## config.mk

```make
export PLATFORM = sky130hd
export DESIGN_NAME = dcw_ctrl
export DESIGN_NICKNAME = d
export VERILOG_FILES = /design/src/dcw_pkg.sv /design/src/dcw_ctrl.sv
export VERILOG_INCLUDE_DIRS = /design/src
export SDC_FILE = /design/constraint.sdc
export NUM_CORES = 1
export LEC_CHECK = 0
export ABC_AREA = 1
export ABC_CLOCK_PERIOD_IN_PS = 9500
export CAP_MARGIN = 20
export CORE_MARGIN = 2
export CORE_UTILIZATION = 34
export CTS_BUF_LIST = sky130_fd_sc_hd__clkbuf_4
export CTS_CLUSTER_SIZE = 14
export DETAILED_ROUTE_END_ITERATION = 6
export DONT_BUFFER_PORTS = 1
export GPL_TIMING_DRIVEN = 0
export HOLD_SLACK_MARGIN = 0.12
export PLACE_DENSITY = 0.59
export REMOVE_ABC_BUFFERS = 1
export SYNTH_ARGS = -nofsm -noshare
export SYNTH_HDL_FRONTEND = slang
export SYNTH_SLANG_ARGS = --single-unit
```

## constraint.sdc

```tcl
create_clock -name i_clk -period 9.5 [get_ports i_clk]
set_input_delay 0.475 -clock i_clk [delete_from_list [all_inputs] [get_ports i_clk]]
set_output_delay 0.475 -clock i_clk [all_outputs]
set_load 0.05 [all_outputs]
```

## src/dcw_map.svh

```systemverilog
// Offsets, field positions and reset values of the control word
`ifndef DCW_MAP_SVH
`define DCW_MAP_SVH
`define DCW_CTL_ONE_ADDR  8'h00
`define DCW_CTL_ONE_RST   32'h00000000
`define DCW_USE_INT_BIT   27
`define DCW_PROF_HI       22
`define DCW_PROF_LO       20
`define DCW_SYNC_DIS_BIT  19
`define DCW_DSW_BIT       16
`define DCW_AUX_CLR_BIT   15
`define DCW_PH_CLR_BIT    14
`define DCW_DEST_HI       13
`define DCW_DEST_LO       12
`define DCW_AUX_EN_BIT    11
`define DCW_DC_BIT        10
`define DCW_TRIG_BIT      9
`define DCW_NODWELL_BIT   8
`define DCW_PD_MODE_BIT   7
`endif

```

## src/dcw_pkg.sv

```systemverilog
// Types shared by the control word decoder
package dcw_pkg;
	typedef enum logic [1:0] {
		DCW_DEST_FREQ  = 2'h0,
		DCW_DEST_PHASE = 2'h1
	} dcw_dest_t;
endpackage

```

## src/dcw_ctrl.sv

```systemverilog
// Control word bits 27:7: buffer, update commit and decode
`timescale 1ns/10ps
`include "dcw_map.svh"
module dcw_ctrl #(
	parameter int SYNC_HALF = 2 // System clocks per sync half period
) (
	input  wire logic        i_clk,             // System clock 40 MHz
	input  wire logic        i_sys_rst,         // Async reset, high
	input  wire logic        i_wr_en,           // Port write strobe
	input  wire logic [7:0]  i_wr_addr,         // Port write address
	input  wire logic [31:0] i_wr_data,         // Port write data
	input  wire logic [7:0]  i_rd_addr,         // Port read address
	input  wire logic        i_io_update,       // Update pin, async
	input  wire logic [2:0]  i_profile_pins,    // Profile pins, async
	input  wire logic        i_ext_pd,          // Power-down pin, async
	input  wire logic        i_linear_sweep_en, // Sweep enabled
	output logic [31:0]      o_rd_data,         // Buffer readback
	output logic [2:0]       o_profile_sel,     // Active profile
	output logic             o_sync_clk,        // Sync clock pin
	output logic             o_direct_switch,   // Direct switch on
	output logic             o_aux_acc_clear,   // Ramp acc reset
	output logic             o_phase_acc_clear, // Phase acc reset
	output dcw_pkg::dcw_dest_t o_dest,          // Switch/sweep target
	output logic             o_aux_acc_run,     // Ramp acc runs
	output logic             o_dc_output,       // DAC full-scale
	output logic             o_state_trigger,   // 1 state, 0 edge
	output logic             o_no_dwell,        // Return to start
	output logic             o_pd_digital,      // Core and DAC logic off
	output logic             o_pd_analog        // Bias, PLL, osc off
);

	logic [31:0] shadow_ff, nxt_shadow;
	logic [31:0] active_ff, nxt_active;
	logic [31:0] rd_ff, nxt_rd;
	logic [2:0]  upd_sync_ff, nxt_upd_sync;
	logic [2:0]  prf_s1_ff, prf_s2_ff;
	logic [1:0]  pd_sync_ff;
	logic [2:0]  prof_ff, nxt_prof;
	logic        pend_ff, nxt_pend;
	logic [7:0]  cnt_ff, nxt_cnt;
	logic        sclk_ff, nxt_sclk;
	logic        aux_ff, nxt_aux;
	logic        dsw_ff, nxt_dsw;
	logic        phc_ff, nxt_phc;
	logic [1:0]  dest_ff, nxt_dest;
	logic        run_ff, nxt_run;
	logic        dc_ff, nxt_dc;
	logic        trg_ff, nxt_trg;
	logic        ndw_ff, nxt_ndw;
	logic        pdd_ff, nxt_pdd;
	logic        pda_ff, nxt_pda;
	logic        upd;
	logic        sync_rise;
	logic        prof_chg;
	logic [2:0]  prof_now;

	// Pin synchronisers, second stage feeds logic
	always_ff @(posedge i_clk or posedge i_sys_rst) begin
		if (i_sys_rst) begin
			prf_s1_ff  <= 3'h0;
			prf_s2_ff  <= 3'h0;
			pd_sync_ff <= 2'h0;
		end else begin
			prf_s1_ff  <= i_profile_pins;
			prf_s2_ff  <= prf_s1_ff;
			pd_sync_ff <= {pd_sync_ff[0], i_ext_pd};
		end
	end

	// Write buffer, commit and sync clock next values
	always_comb begin
		nxt_upd_sync = {upd_sync_ff[1:0], i_io_update};
		upd = upd_sync_ff[1] & ~upd_sync_ff[2];
		nxt_shadow = shadow_ff;
		if (i_wr_en && i_wr_addr == `DCW_CTL_ONE_ADDR) begin
			nxt_shadow = i_wr_data;
		end
		nxt_rd = 32'h00000000;
		if (i_rd_addr == `DCW_CTL_ONE_ADDR) begin
			nxt_rd = shadow_ff;
		end
		nxt_active = upd ? shadow_ff : active_ff;
		prof_now = active_ff[`DCW_USE_INT_BIT] ?
			active_ff[`DCW_PROF_HI:`DCW_PROF_LO] : prf_s2_ff;
		nxt_prof = prof_now;
		prof_chg = prof_now != prof_ff;
		nxt_cnt  = 8'h00;
		nxt_sclk = 1'b0;
		sync_rise = 1'b0;
		if (!active_ff[`DCW_SYNC_DIS_BIT]) begin
			nxt_sclk = sclk_ff;
			nxt_cnt  = cnt_ff + 8'h01;
			if (cnt_ff == 8'(SYNC_HALF - 1)) begin
				nxt_cnt   = 8'h00;
				nxt_sclk  = ~sclk_ff;
				sync_rise = ~sclk_ff;
			end
		end
		nxt_pend = (pend_ff & ~sync_rise) | upd | prof_chg;
		nxt_aux  = aux_ff;
		if (pend_ff && sync_rise) begin
			nxt_aux = active_ff[`DCW_AUX_CLR_BIT];
		end
	end

	// Registers for buffer, commit and sync clock
	always_ff @(posedge i_clk or posedge i_sys_rst) begin
		if (i_sys_rst) begin
			upd_sync_ff <= 3'h0;
			shadow_ff   <= `DCW_CTL_ONE_RST;
			active_ff   <= `DCW_CTL_ONE_RST;
			rd_ff       <= 32'h00000000;
			prof_ff     <= 3'h0;
			cnt_ff      <= 8'h00;
			sclk_ff     <= 1'b0;
			pend_ff     <= 1'b0;
			aux_ff      <= 1'b0;
		end else begin
			upd_sync_ff <= nxt_upd_sync;
			shadow_ff   <= nxt_shadow;
			active_ff   <= nxt_active;
			rd_ff       <= nxt_rd;
			prof_ff     <= nxt_prof;
			cnt_ff      <= nxt_cnt;
			sclk_ff     <= nxt_sclk;
			pend_ff     <= nxt_pend;
			aux_ff      <= nxt_aux;
		end
	end

	// Decode of committed bits and power-down pin to controls
	always_comb begin
		nxt_dsw  = active_ff[`DCW_DSW_BIT];
		nxt_phc  = active_ff[`DCW_PH_CLR_BIT];
		nxt_dest = active_ff[`DCW_DEST_HI:`DCW_DEST_LO];
		nxt_run  = i_linear_sweep_en & active_ff[`DCW_AUX_EN_BIT];
		nxt_dc   = active_ff[`DCW_DC_BIT];
		nxt_trg  = active_ff[`DCW_TRIG_BIT];
		nxt_ndw  = i_linear_sweep_en & active_ff[`DCW_NODWELL_BIT];
		nxt_pdd  = pd_sync_ff[1];
		nxt_pda  = pd_sync_ff[1] & active_ff[`DCW_PD_MODE_BIT];
	end

	// Decoded control registers
	always_ff @(posedge i_clk or posedge i_sys_rst) begin
		if (i_sys_rst) begin
			dsw_ff  <= 1'b0;
			phc_ff  <= 1'b0;
			dest_ff <= 2'h0;
			run_ff  <= 1'b0;
			dc_ff   <= 1'b0;
			trg_ff  <= 1'b0;
			ndw_ff  <= 1'b0;
			pdd_ff  <= 1'b0;
			pda_ff  <= 1'b0;
		end else begin
			dsw_ff  <= nxt_dsw;
			phc_ff  <= nxt_phc;
			dest_ff <= nxt_dest;
			run_ff  <= nxt_run;
			dc_ff   <= nxt_dc;
			trg_ff  <= nxt_trg;
			ndw_ff  <= nxt_ndw;
			pdd_ff  <= nxt_pdd;
			pda_ff  <= nxt_pda;
		end
	end

	// Outputs straight from flops
	assign o_rd_data         = rd_ff;
	assign o_profile_sel     = prof_ff;
	assign o_sync_clk        = sclk_ff;
	assign o_direct_switch   = dsw_ff;
	assign o_aux_acc_clear   = aux_ff;
	assign o_phase_acc_clear = phc_ff;
	assign o_dest            = dcw_pkg::dcw_dest_t'(dest_ff);
	assign o_aux_acc_run     = run_ff;
	assign o_dc_output       = dc_ff;
	assign o_state_trigger   = trg_ff;
	assign o_no_dwell        = ndw_ff;
	assign o_pd_digital      = pdd_ff;
	assign o_pd_analog       = pda_ff;
endmodule

```

==> results.cfg <==
[status]
status = finished, violations left
violations = design-rule violations

[worst_setup_path]
timing.rr.start = upd_sync_ff[1]$_DFF_PP0_
crit_start = o_profile_sel[2]$_DFF_PP0_
r2r_cells = 4
worstPathArrival_ps = 1170
path_class = reg -> out
reg2reg_setup_slack_ps = 7910
cp-start-kind = register
end_kind = output pin
path_max_fanout = 3
crit_required_ps = 9030
r2r_end = pend_ff$_DFF_PP0_

[drt]
first_iter_violations = 135
drt-vias-per-instance = 4.44
avgRoutedWirePerCell_um = 12.9
totalWireLength_mm = 7.61
drc = 5
firstDrtPassIters = 7
drtAntennaViolNets = 0
dr_total_vias = 2619

[timing]
setup_tns_ps = 0
fin_crit_sh_pct = 17.3
hold_ws_ps = 354
layout_min_cycle_time_ps = 1640
rsz0062_at_grt = false
fmax_mhz = 610
hold_viol = 0
slew_headroom_pct = 34.5
drv_slew = 0
tightest_slew_ps = 980
fin_ws_ps = 7860
skew_ps = 12.2
setup_viol_count_final = 0

[cts]
worstSkewPairLatency_ps = 490
cts_tree = built
cts_setup_buffers = 0
clkSlewWorstSetupHoldPaths_ps = 90
cts_made_buffers = 17
cts_buffer_depth = 2
cts_resized = 0
cts-root-buf = clkbuf_4
clock_sinks = 114
htreeDepth = 4

[pwr]
p_leak_nw = 2.51
power.density_mw_per_mm2 = 199
max-vdd-ir-drop_mv = 0.121
power_mw = 0.962

[placed_design]
placed_area_mm2 = 0.00421
placed_cells = 521
hpwlAfterDp_mm = 4.83
pre_cts_ws_ps = 7510
place.port_buffers = 0
gp_congestion = 0.787

[finish]
syn2layout_area_growth_pct = 19.5
fin_area_mm2 = 0.00485
layout_commonest_cell = dfrtp_1
fin_util_pct = 42.1
drive_above_1_share_pct = 6.94
fin_cells = 590
diodes = 0
layout.nets = 495
mostFrequentLayoutCells = dfrtp_1, nand2_1, nor2_1

[yosys]
synth_warnings = 0
synth-seq-area-share_pct = 70.4
synth-seq-cells = 114
synth.distinct_cells = 20
syn-mean-instance-area_um2 = 10.4
synth_top_flop_cell = dfrtp_1
async_flop_share_pct = 100
postSynthCellCount = 389
synth_area_mm2 = 0.00405
synth_edf_count = 0

[global_routing]
grt.total_usage_pct = 13.1
grt_pass1_wl_mm = 13.0
grt_overflow = 0
first_global_vias = 2780
grt_max_degree = 72
antenna_found_initial = 0

[floorplanning]
rows = 39
initial_core_util_pct = 35.2
die-area_mm2 = 0.0128
ios = 104
die_w_um = 113
die_height_um = 113
core_mm2 = 0.0115

[min_path]
hold-path-endpoint = prf_s2_ff[0]$_DFF_PP0_
hold_class = reg -> reg
hold_path_depth = 0
hp-start = prf_s1_ff[0]$_DFF_PP0_

[job]
drv_cap = 0
==> cell usage after synthesis (2+ instances only) <==
cell type  number  area, um2
nor2_1         59        221
a21oi_1         2       10.0
dfrtp_1       114       2850
buf_2           3       15.0
nand4_1         2       12.5
nand2_1        83        312
o21ai_1         4       20.0
clkbuf_1        6       22.5
inv_1          51        191
nand3_1         9       45.0
ha_1            2       25.0
buf_6           3       33.8
xnor2_1         2       17.5
o21ai_0        43        215
==> power breakdown <==
group / total [mW] / leakage, nW / internal, mW / switching (mW)
Sequential: 0.571 / 1.34 / 0.517 / 0.0541
Combinational: 0.0723 / 1.03 / 0.0300 / 0.0423
Clock: 0.319 / 0.140 / 0.157 / 0.162
Total: 0.962 / 2.51 / 0.704 / 0.259
==> how the worst max path moves through the flow <==
stage / endpoint / slack (ps) / cells past startpoint
finish: o_profile_sel[2] / 7860 / 0
global placement: active_ff[16]$_DFFE_PP0P_ / 4880 / 1
detailed placement: o_rd_data[14]$_DFF_PP0_ / 7510 / 4
global route: o_profile_sel[2] / 7750 / 0
CTS: o_profile_sel[2] / 7770 / 0
floorplan: active_ff[10]$_DFFE_PP0P_ / 6010 / 1
==> layout make-up <==
| cell class | instances | area (um2) |
|---|---|---|
| clock buffers | 20 | 150 |
| clock inverters | 10 | 93.8 |
| fillers | 1108 | 6670 |
| inverters | 51 | 194 |
| multi-input cells | 211 | 931 |
| flip-flops and latches | 114 | 2850 |
| well taps | 143 | 179 |
| repair buffers | 41 | 445 |
==> cell families after synthesis <==
kind of cell | share of synthesized area [%]
buf+inv | 6.67
flops | 70.4
xor+xnor | 0.648
compound gates | 6.27
fa+ha+maj | 0.617
simple gates | 15.4
==> per-layer routing <==
metal  track usage, %  share of wire, %  up-vias
met1             15.6                44     1245
li1                 -                 -     1284
met4             5.45               1.3        0
met5                0                 0        -
met2             20.3                47       82
met3             6.64               7.4        8
==> registers in the layout, summed over array words and instances (netlist names), 2 cells and up <==
signal / cells
active_ff: 15
cnt_ff: 8
o_dest: 2
o_profile_sel: 3
o_rd_data: 32
pd_sync_ff: 2
prf_s1_ff: 3
prf_s2_ff: 3
shadow_ff: 32
upd_sync_ff: 3
==> timing repair <==
| action | CTS | global route |
|---|---|---|
| endpoints found under the hold margin | 82 | 0 |
| endpoints found under the setup margin | 0 | 0 |
| hold buffers | 39 | 0 |
Power figures use the tool's default switching activity.
